--- config.mk ---
export PLATFORM = sky130hd
export DESIGN_NAME = supply_integrity_monitor
export DESIGN_NICKNAME = d
export VERILOG_FILES = /design/src/hw/level_sync3.v /design/src/hw/por_delay.v /design/src/hw/supply_integrity_monitor.v
export VERILOG_INCLUDE_DIRS = /design/src /design/src/hw
export SDC_FILE = /design/constraint.sdc
export NUM_CORES = 1
export LEC_CHECK = 0
export ABC_CLOCK_PERIOD_IN_PS = 2400
export BUFFER_PORTS_ARGS = -buffer_cell sky130_fd_sc_hd__buf_2
export CORE_AREA = 2 2 101 79
export CTS_BUF_LIST = sky130_fd_sc_hd__clkbuf_16
export CTS_CLUSTER_SIZE = 14
export DETAILED_ROUTE_END_ITERATION = 10
export DIE_AREA = 0 0 103 81
export PLACE_DENSITY = 0.81
export SLEW_MARGIN = 20
export SYNTH_ARGS = -nofsm -noshare
export SYNTH_HDL_FRONTEND = slang
export SYNTH_HIERARCHICAL = 1
export SYNTH_SLANG_ARGS = --single-unit
--- constraint.sdc ---
create_clock -name hclk -period 2.4 [get_ports hclk]
set_input_delay 0.24 -clock hclk [delete_from_list [all_inputs] [get_ports hclk]]
set_output_delay 0.24 -clock hclk [all_outputs]
set_load 0.01 [all_outputs]
--- src/hw/supply_integrity_map.vh ---
// register offsets, field positions, reset values and delays of the supply integrity monitor
`ifndef SUPPLY_INTEGRITY_MAP_VH
`define SUPPLY_INTEGRITY_MAP_VH

// ----------------------------------------------------------------------------
// register byte offsets
// ----------------------------------------------------------------------------
`define SIM_OFS_CTRL       8'h00
`define SIM_OFS_IRQ_STAT   8'h04
`define SIM_OFS_IRQ_MASK   8'h08

// ----------------------------------------------------------------------------
// integrity_ctrl_status fields
// ----------------------------------------------------------------------------
`define SIM_CTRL_LEVEL     0
`define SIM_CTRL_IRQ_EN    1
`define SIM_CTRL_TOGGLE    2
`define SIM_CTRL_DET_EN    3
`define SIM_CTRL_THR_LO    4
`define SIM_CTRL_THR_HI    5
`define SIM_CTRL_LONG_DLY  6
`define SIM_CTRL_IN_RESET  7

// ----------------------------------------------------------------------------
// interrupt status / mask fields
// ----------------------------------------------------------------------------
`define SIM_IRQ_WARN       0
`define SIM_IRQ_LSR        1
`define SIM_IRQ_ILLOP      2
`define SIM_IRQ_W          3

// ----------------------------------------------------------------------------
// reset values
// ----------------------------------------------------------------------------
`define SIM_RST_IRQ_EN     1'b0
`define SIM_RST_IRQ_STAT   3'h0
`define SIM_RST_IRQ_MASK   3'h0

// ----------------------------------------------------------------------------
// power-on reset delays in cpu cycles
// ----------------------------------------------------------------------------
`define SIM_POR_SHORT      13'h0100
`define SIM_POR_LONG       13'h1000

`endif

--- src/hw/level_sync3.v ---
// three-flop pin synchroniser, output moves once stages two and three agree
`timescale 1ns/10ps
`default_nettype none

module level_sync3 (
    input  wire hclk,      // cpu clock
    input  wire hresetn,   // async reset, active low
    input  wire clk_en,    // freezes state while low
    input  wire async_in,  // asynchronous level
    output reg  sync_out   // filtered synchronous level
);

    reg s1_r;
    reg s2_r;
    reg s3_r;

    always @(posedge hclk or negedge hresetn) begin
        if (!hresetn) begin
            s1_r     <= 1'b0;
            s2_r     <= 1'b0;
            s3_r     <= 1'b0;
            sync_out <= 1'b0;
        end else if (clk_en) begin
            s1_r <= async_in;
            s2_r <= s1_r;
            s3_r <= s2_r;
            if (s2_r == s3_r) begin
                sync_out <= s3_r;
            end
        end
    end

endmodule // level_sync3

`default_nettype wire

--- src/hw/por_delay.v ---
// power-on reset delay counter, busy while held and for the selected count after
`timescale 1ns/10ps
`default_nettype none
`include "supply_integrity_map.vh"

module por_delay #(
    parameter        CW        = 13,
    parameter [12:0] SHORT_CNT = `SIM_POR_SHORT,
    parameter [12:0] LONG_CNT  = `SIM_POR_LONG
) (
    input  wire hclk,      // cpu clock
    input  wire hresetn,   // async reset, active low
    input  wire clk_en,    // freezes state while low
    input  wire hold,      // reset source present, reloads
    input  wire long_sel,  // selects the long delay
    output wire busy       // hold or delay still running
);

    reg [CW-1:0] cnt_r;

    always @(posedge hclk or negedge hresetn) begin
        if (!hresetn) begin
            cnt_r <= {CW{1'b0}};
        end else if (clk_en) begin
            if (hold) begin
                cnt_r <= long_sel ? LONG_CNT[CW-1:0] : SHORT_CNT[CW-1:0];
            end else if (cnt_r != {CW{1'b0}}) begin
                cnt_r <= cnt_r - {{(CW-1){1'b0}}, 1'b1};
            end
        end
    end

    assign busy = hold | (cnt_r != {CW{1'b0}});

endmodule // por_delay

`default_nettype wire

--- src/hw/supply_integrity_monitor.v ---
// supply integrity monitor: low-supply reset, supply warning and its ahb-lite registers
//
// How it works
// hold chip reset while supply below threshold; rise uses upper, fall lower
// threshold level low, medium or high from option bits, fixed while running
// low-supply detector acts only when its option bit enables it
// during low-supply reset the reset pin is driven low
// illegal opcode or prebyte pulse also raises a reset
// warning level readable as real-time status bit, writes ignored
// warning works only with the low-supply detector enabled
// warning thresholds follow the selected low-supply threshold level
// enabled warning interrupt fires on each warning level toggle; the code counts a toggle only while state_r is ST_RUN
// rising crossing inside the power-on delay gives no interrupt
// enabling while supply still low gives an immediate interrupt
// enabling after the rising crossing gives no immediate interrupt
// comparator outputs are synchronised before use
`timescale 1ns/10ps
`default_nettype none
`include "supply_integrity_map.vh"

module supply_integrity_monitor #(
    parameter [12:0] POR_SHORT = `SIM_POR_SHORT,
    parameter [12:0] POR_LONG  = `SIM_POR_LONG
) (
    input  wire        hclk,          // cpu clock, 40 MHz
    input  wire        hresetn,       // async reset, active low
    input  wire        clk_en,        // freezes all state while low
    // ahb-lite slave
    input  wire        hsel,          // slave select
    input  wire [7:0]  haddr,         // byte address
    input  wire [1:0]  htrans,        // transfer type
    input  wire        hwrite,        // write when high
    input  wire [2:0]  hsize,         // transfer size
    input  wire        hready,        // bus ready
    input  wire [31:0] hwdata,        // write data
    output wire        hreadyout,     // slave ready
    output wire        hresp,         // always okay
    output reg  [31:0] hrdata,        // read data
    // non-volatile option bits
    input  wire        opt_det_en,    // low-supply detector enable
    input  wire [1:0]  opt_level,     // threshold level 0 low 1 medium 2 high
    input  wire        opt_long_dly,  // long power-on delay
    // analog comparators, high = supply below
    input  wire        lsr_below_hi,  // below rising reset threshold
    input  wire        lsr_below_lo,  // below falling reset threshold
    input  wire        warn_below_hi, // below rising warning threshold
    input  wire        warn_below_lo, // below falling warning threshold
    output reg  [1:0]  threshold_sel, // level to both comparator pairs
    output reg         detector_on,   // comparators enabled
    // core
    input  wire        illegal_op,    // illegal opcode or prebyte pulse
    output reg         chip_reset,    // chip reset request, high active
    output wire        rst_pin_o,     // reset pin drive value
    output wire        rst_pin_oe_n,  // reset pin enable, low drives
    output wire        irq            // level interrupt
);

    // ------------------------------------------------------------------------
    // option capture after reset release
    // ------------------------------------------------------------------------
    reg       opt_taken_r;
    reg       det_en_r;
    reg       long_dly_r;

    always @(posedge hclk or negedge hresetn) begin
        if (!hresetn) begin
            opt_taken_r   <= 1'b0;
            det_en_r      <= 1'b0;
            long_dly_r    <= 1'b1;
            threshold_sel <= 2'h0;
            detector_on   <= 1'b0;
        end else if (clk_en && !opt_taken_r) begin
            opt_taken_r   <= 1'b1;
            det_en_r      <= opt_det_en;
            long_dly_r    <= opt_long_dly;
            threshold_sel <= opt_level;
            detector_on   <= opt_det_en;
        end
    end

    // ------------------------------------------------------------------------
    // comparator synchronisers
    // ------------------------------------------------------------------------
    wire lsr_hi_s;
    wire lsr_lo_s;
    wire warn_hi_s;
    wire warn_lo_s;

    level_sync3 u_sync_lsr_hi (
        .hclk     (hclk),
        .hresetn  (hresetn),
        .clk_en   (clk_en),
        .async_in (lsr_below_hi),
        .sync_out (lsr_hi_s)
    );

    level_sync3 u_sync_lsr_lo (
        .hclk     (hclk),
        .hresetn  (hresetn),
        .clk_en   (clk_en),
        .async_in (lsr_below_lo),
        .sync_out (lsr_lo_s)
    );

    level_sync3 u_sync_warn_hi (
        .hclk     (hclk),
        .hresetn  (hresetn),
        .clk_en   (clk_en),
        .async_in (warn_below_hi),
        .sync_out (warn_hi_s)
    );

    level_sync3 u_sync_warn_lo (
        .hclk     (hclk),
        .hresetn  (hresetn),
        .clk_en   (clk_en),
        .async_in (warn_below_lo),
        .sync_out (warn_lo_s)
    );

    // ------------------------------------------------------------------------
    // low-supply hysteresis and reset sequencing
    // ------------------------------------------------------------------------
    localparam [1:0] ST_RESET = 2'b00;
    localparam [1:0] ST_DELAY = 2'b01;
    localparam [1:0] ST_RUN   = 2'b10;

    reg  [1:0] state_r;
    reg  [1:0] state_nxt;
    reg        low_r;
    reg        low_nxt;
    wire       dly_busy;
    wire       hold_src;

    // below-threshold flag with hysteresis, never set when disabled
    always @* begin
        low_nxt = low_r;
        if (!det_en_r) begin
            low_nxt = 1'b0;
        end else if (low_r) begin
            low_nxt = lsr_hi_s;
        end else begin
            low_nxt = lsr_lo_s;
        end
    end

    assign hold_src = !opt_taken_r | low_r | illegal_op;

    por_delay #(
        .CW        (13),
        .SHORT_CNT (POR_SHORT),
        .LONG_CNT  (POR_LONG)
    ) u_por_delay (
        .hclk     (hclk),
        .hresetn  (hresetn),
        .clk_en   (clk_en),
        .hold     (hold_src),
        .long_sel (long_dly_r),
        .busy     (dly_busy)
    );

    always @* begin
        state_nxt = state_r;
        case (state_r)
            ST_RESET: begin
                if (!hold_src) begin
                    state_nxt = ST_DELAY;
                end
            end
            ST_DELAY: begin
                if (hold_src) begin
                    state_nxt = ST_RESET;
                end else if (!dly_busy) begin
                    state_nxt = ST_RUN;
                end
            end
            ST_RUN: begin
                if (hold_src) begin
                    state_nxt = ST_RESET;
                end
            end
            default: begin
                state_nxt = ST_RESET;
            end
        endcase
    end

    always @(posedge hclk or negedge hresetn) begin
        if (!hresetn) begin
            state_r    <= ST_RESET;
            low_r      <= 1'b0;
            chip_reset <= 1'b1;
        end else if (clk_en) begin
            state_r    <= state_nxt;
            low_r      <= low_nxt;
            chip_reset <= (state_nxt != ST_RUN);
        end
    end

    // open-drain reset pin, pulled low while reset is held
    assign rst_pin_o    = 1'b0;
    assign rst_pin_oe_n = ~chip_reset;

    // ------------------------------------------------------------------------
    // supply warning level
    // ------------------------------------------------------------------------
    reg  warn_r;
    reg  warn_nxt;

    always @* begin
        warn_nxt = warn_r;
        if (!det_en_r) begin
            warn_nxt = 1'b0;
        end else if (warn_r) begin
            warn_nxt = warn_hi_s;
        end else begin
            warn_nxt = warn_lo_s;
        end
    end

    // ------------------------------------------------------------------------
    // ahb-lite slave
    // ------------------------------------------------------------------------
    reg        dp_wr_r;
    reg  [7:0] dp_addr_r;
    reg        irq_en_r;
    reg  [`SIM_IRQ_W-1:0] irq_stat_r;
    reg  [`SIM_IRQ_W-1:0] irq_mask_r;
    reg  [31:0] rd_nxt;
    wire        acc;
    wire        wr_ctrl;
    wire        wr_stat;
    wire        wr_mask;
    wire        en_rise;
    wire [`SIM_IRQ_W-1:0] ev;
    wire [`SIM_IRQ_W-1:0] w1c;

    assign acc       = hsel & htrans[1] & hready;
    assign hreadyout = clk_en;
    assign hresp     = 1'b0;

    assign wr_ctrl = dp_wr_r & (dp_addr_r == `SIM_OFS_CTRL);
    assign wr_stat = dp_wr_r & (dp_addr_r == `SIM_OFS_IRQ_STAT);
    assign wr_mask = dp_wr_r & (dp_addr_r == `SIM_OFS_IRQ_MASK);

    // interrupt enable written high while it was low, whatever the supply level
    assign en_rise = wr_ctrl & hwdata[`SIM_CTRL_IRQ_EN] & ~irq_en_r;

    // toggle only counts once out of reset and the power-on delay
    assign ev[`SIM_IRQ_WARN] = irq_en_r & (warn_nxt != warn_r) & (state_r == ST_RUN)
                             | en_rise & warn_r;
    assign ev[`SIM_IRQ_LSR]   = low_nxt & ~low_r;
    assign ev[`SIM_IRQ_ILLOP] = illegal_op;

    assign w1c = wr_stat ? hwdata[`SIM_IRQ_W-1:0] : {`SIM_IRQ_W{1'b0}};

    always @* begin
        rd_nxt = 32'h0000_0000;
        case (haddr)
            `SIM_OFS_CTRL: begin
                rd_nxt[`SIM_CTRL_LEVEL]    = warn_r;
                rd_nxt[`SIM_CTRL_IRQ_EN]   = irq_en_r;
                rd_nxt[`SIM_CTRL_TOGGLE]   = irq_stat_r[`SIM_IRQ_WARN];
                rd_nxt[`SIM_CTRL_DET_EN]   = det_en_r;
                rd_nxt[`SIM_CTRL_THR_LO]   = threshold_sel[0];
                rd_nxt[`SIM_CTRL_THR_HI]   = threshold_sel[1];
                rd_nxt[`SIM_CTRL_LONG_DLY] = long_dly_r;
                rd_nxt[`SIM_CTRL_IN_RESET] = chip_reset;
            end
            `SIM_OFS_IRQ_STAT: begin
                rd_nxt[`SIM_IRQ_W-1:0] = irq_stat_r;
            end
            `SIM_OFS_IRQ_MASK: begin
                rd_nxt[`SIM_IRQ_W-1:0] = irq_mask_r;
            end
            default: begin
                rd_nxt = 32'h0000_0000;
            end
        endcase
    end

    always @(posedge hclk or negedge hresetn) begin
        if (!hresetn) begin
            dp_wr_r    <= 1'b0;
            dp_addr_r  <= 8'h00;
            hrdata     <= 32'h0000_0000;
            irq_en_r   <= `SIM_RST_IRQ_EN;
            irq_stat_r <= `SIM_RST_IRQ_STAT;
            irq_mask_r <= `SIM_RST_IRQ_MASK;
            warn_r     <= 1'b0;
        end else if (clk_en) begin
            dp_wr_r   <= acc & hwrite;
            dp_addr_r <= haddr;
            if (acc && !hwrite) begin
                hrdata <= rd_nxt;
            end
            warn_r <= warn_nxt;
            if (wr_ctrl) begin
                irq_en_r <= hwdata[`SIM_CTRL_IRQ_EN];     // level bit not writable
            end
            if (wr_mask) begin
                irq_mask_r <= hwdata[`SIM_IRQ_W-1:0];
            end
            irq_stat_r <= (irq_stat_r & ~w1c) | ev;       // set wins over clear
        end
    end

    assign irq = |(irq_stat_r & irq_mask_r);

endmodule // supply_integrity_monitor

`default_nettype wire

==> metrics.md <==
| Metric | Value |
|---|---|
| Worst Reg2Reg Path Length in Cells | 6 |
| Crit-path cells | nor3b_1 -> inv_1 -> or4b_1 -> o41ai_4 -> nor2_2 -> a22o_1 |
| Slowest stage delay, CP | 0.58 ns |
| # Post-CTS Setup Buffers | 0 |
| Leak Pwr | 1.74 nW |
| CTS root buf | clkbuf_16 |
| Worst clock skew | 0.00504 ns |
| Largest family of logic cells by synthesized area | simple AND/OR/NAND/NOR gates |
| Avg WL per Cell | 14.2 um |
| Die height | 81 um |
| Synth Area in Compound Gates | 0.140 |
| Slew margin rel. | 0.528 |
| Hold path cells | 2 |
| H-Tree Depth | 3 |
| Ranking of synthesized cells by area | dfrtp_1, mux2_2, buf_4 |
| Area Overhead vs Synth | 17.8% |
| CP Capture Type | flip-flop |
| Worst IR drop on VDD | 0.356 mV |
| Fmax | 464 MHz |
| CTS tree | yes |
| Crit start category | flip-flop |
| Mux contribution to synthesized area | 0.117 |
| Max_cap viols | 0 |
| Async SR Flop Fraction | 1.00 |
| Critical-path top delay cell | or4b_1 |
| WL final | 6200 um |
| R2R Setup Slk | 0.25 ns |
| Drt first pass iters | 5 |
| Pre-CTS WS | 0.263 ns |
| Largest net degree at the start of global routing | 35 |
| Worst EP arrival | 2.36 ns |
| Hold Fails Final Rpt | 0 |
| PortBufs | 41 |
| Setup Crit Path Kind | reg2reg |
| Fraction of the mapped netlist area in adder cells | 0.00779 |
| Worst-Margin Slew | 0.708 ns |
| Share of layout cells above drive strength 1 | 0.318 |
| Antenna violations before repair | 0 |
| Yosys reg bits | 63 |
| Status | completed |
| Die Wd | 103 um |
| Initial core utilization | 0.429 |
| Post-route DRC | 0 |
| Most numerous cell in the Yosys netlist | dfrtp_1 |
| Critical R2R Capture | u_por_delay/cnt_r[3] |
| Synth unique cells | 57 |
| DP Wirelength | 4400 um |
| Synthesized cell area | 3210 um2 |
| Worst flop-to-flop path startpoint | low_r |
| DRT antenna net count | 0 |
| Top FF cell, synth | dfrtp_1 |
| First-pass GRT wire length | 10200 um |
| Total negative slack | 0 ns |
| Antenna diodes | 0 |
| XOR/XNOR share of the synthesized area | 0 |
| Placed instance area | 3470 um2 |
| Vias per cell | 5.25 |
| Top-Level Pins | 101 |
| GRT Overall Usage | 0.159 |
| Max-slew violation count | 0 |
| Cts bufs inserted | 9 |
| Post-synth EDFFs | 0 |
| Final instance area | 3780 um2 |
| # fillers | 678 |
| Final net count | 391 |
| Num rows | 28 |
| Hold_sp | lsr_below_hi |
| GRT overflow | 0 |
| Core Area | 7500 um2 |
| Cell area power density | 940 nW/um2 |
| Worst-Skew Late Latency | 0.32 ns |
| Share of Yosys cell area claimed by the top area cell type | 0.475 |
| WP data required | 2.61 ns |
| Max clock buf depth | 2 |
| Final hold slack | 0.147 ns |
| Final setup viols | 0 |
| Simple-gate area share of the yosys netlist | 0.157 |
| RSZ-0062 raised after global routing | no |
| Syn Inst Count | 279 |
| Min-delay worst type | in2reg |
| Final worst slack | 0.246 ns |
| Ys Warns | 6 |
| Avg Cell Area, Syn | 11.5 um2 |
| Vias in the first global route | 2106 |
| Yosys top cell by area | dfrtp_1 |
| Sequential share of the synthesized area | 0.491 |
| Commonest cells post-synth | dfrtp_1, mux2_2, buf_4 |
| CP Max Fanout | 5 |
| Global placement routability congestion | 0.853 |
| Worst hold endpoint | u_sync_lsr_hi/s1_r |
| Die Area | 8340 um2 |
| Via count | 2300 |
| Clock Pin Slew Worst Setup and Hold Paths | 0.05 ns |
| DR iter-0 viols | 122 |
| Period utilization | 0.897 |
| Final Critical Period | 2.15 ns |
| CTS sink cnt | 63 |
[critical path, delay by kind of cell, from the launching register on]
family | cells | cell delay, ns
AOI/OAI and AO/OA | 2 | 0.60
buffers and inverters | 1 | 0.10
and+or+nand+nor | 3 | 0.93
DFF | 1 | 0.41
[power by group]
part	internal [mW]	switching [mW]	total, mW
clock network	0.889	0.422	1.31
logic	0.372	0.415	0.787
registers	1.25	0.211	1.46
total	2.51	1.05	3.56
[cell type report]
cell class                      instances  area [um2]  share of cell area
Clock buffer                            9         225              0.0595
Clock inverter                          6        77.6              0.0205
Inverter                               10        37.5             0.00992
Multi-Input combinational cell        196        1450               0.384
Sequential cell                        63        1580               0.417
Tap cell                              105         131              0.0347
Timing Repair Buffer                   49         280              0.0740
[worst max-delay path by stage]
stage	startpoint	to	slack, ns	cells past startpoint
2_1_floorplan	low_r	chip_reset	0.28	8
3_3_place_gp	low_r	u_por_delay/cnt_r[3]	0.25	6
3_5_place_dp	low_r	u_por_delay/cnt_r[10]	0.26	6
4_1_cts	low_r	u_por_delay/cnt_r[10]	0.24	6
5_1_grt	low_r	u_por_delay/cnt_r[0]	0.13	7
6_report	low_r	u_por_delay/cnt_r[3]	0.25	6
[flip-flops by register name (all words and copies together) (netlist names), 2 cells and up]
signal             flops
state_r                2
hrdata                 8
irq_stat_r             3
u_por_delay/cnt_r     13
dp_addr_r              8
irq_mask_r             3
threshold_sel          2
[through the flow]
step                       util  power (mW)  instances
final                     0.505        3.56        438
after global routing      0.505        3.77        438
after CTS                 0.505        3.59        438
after detailed placement  0.463        2.24        422
after global placement    0.463        2.20        422
after floorplan               -        2.04        304
[logic make-up (layout without fill, tap and decap cells)]
logic type                 after synthesis  after routing
and+or+nand+nor                         74             74
DFF                                     63             63
AOI/OAI and AO/OA                       60             60
buffers and inverters                   45             74
muxes                                   34             34
adders and majority gates                2              2
other                                    1             26
[per-layer routing]
layer  vias up  global-route usage  routed length (um)  share of wire
li1       1085                   -                   -              -
met1      1149               0.221                3010           0.48
met2        64               0.224                2830           0.46
met3         2              0.0731                 344          0.055
met4         0              0.0395                  18         0.0029
met5         -                   0                   0              0
[cells in the final DEF (no fill, tap or decap), drive strengths merged, types with 3 or more instances in the layout]
master,n
nand3,4
clkinv,3
inv,11
a21o,6
a31oi,4
or4,6
nor4b,4
o21ai,15
mux2,28
a22o,12
a21oi,4
o41ai,3
nand4,3
nand2,13
nor2b,5
clkbuf,9
nand2b,7
mux2i,6
conb,26
dfrtp,61
nor4,5
or2,3
buf,48
o31ai,3
o2bb2ai,3
nor2,6
nor3,3
[timing repair]
action | CTS | global route
gates resized for setup | 0 | 0
hold buffers | 1 | 0
endpoints found under the hold margin | 29 | 0
Power figures use the tool's default switching activity.
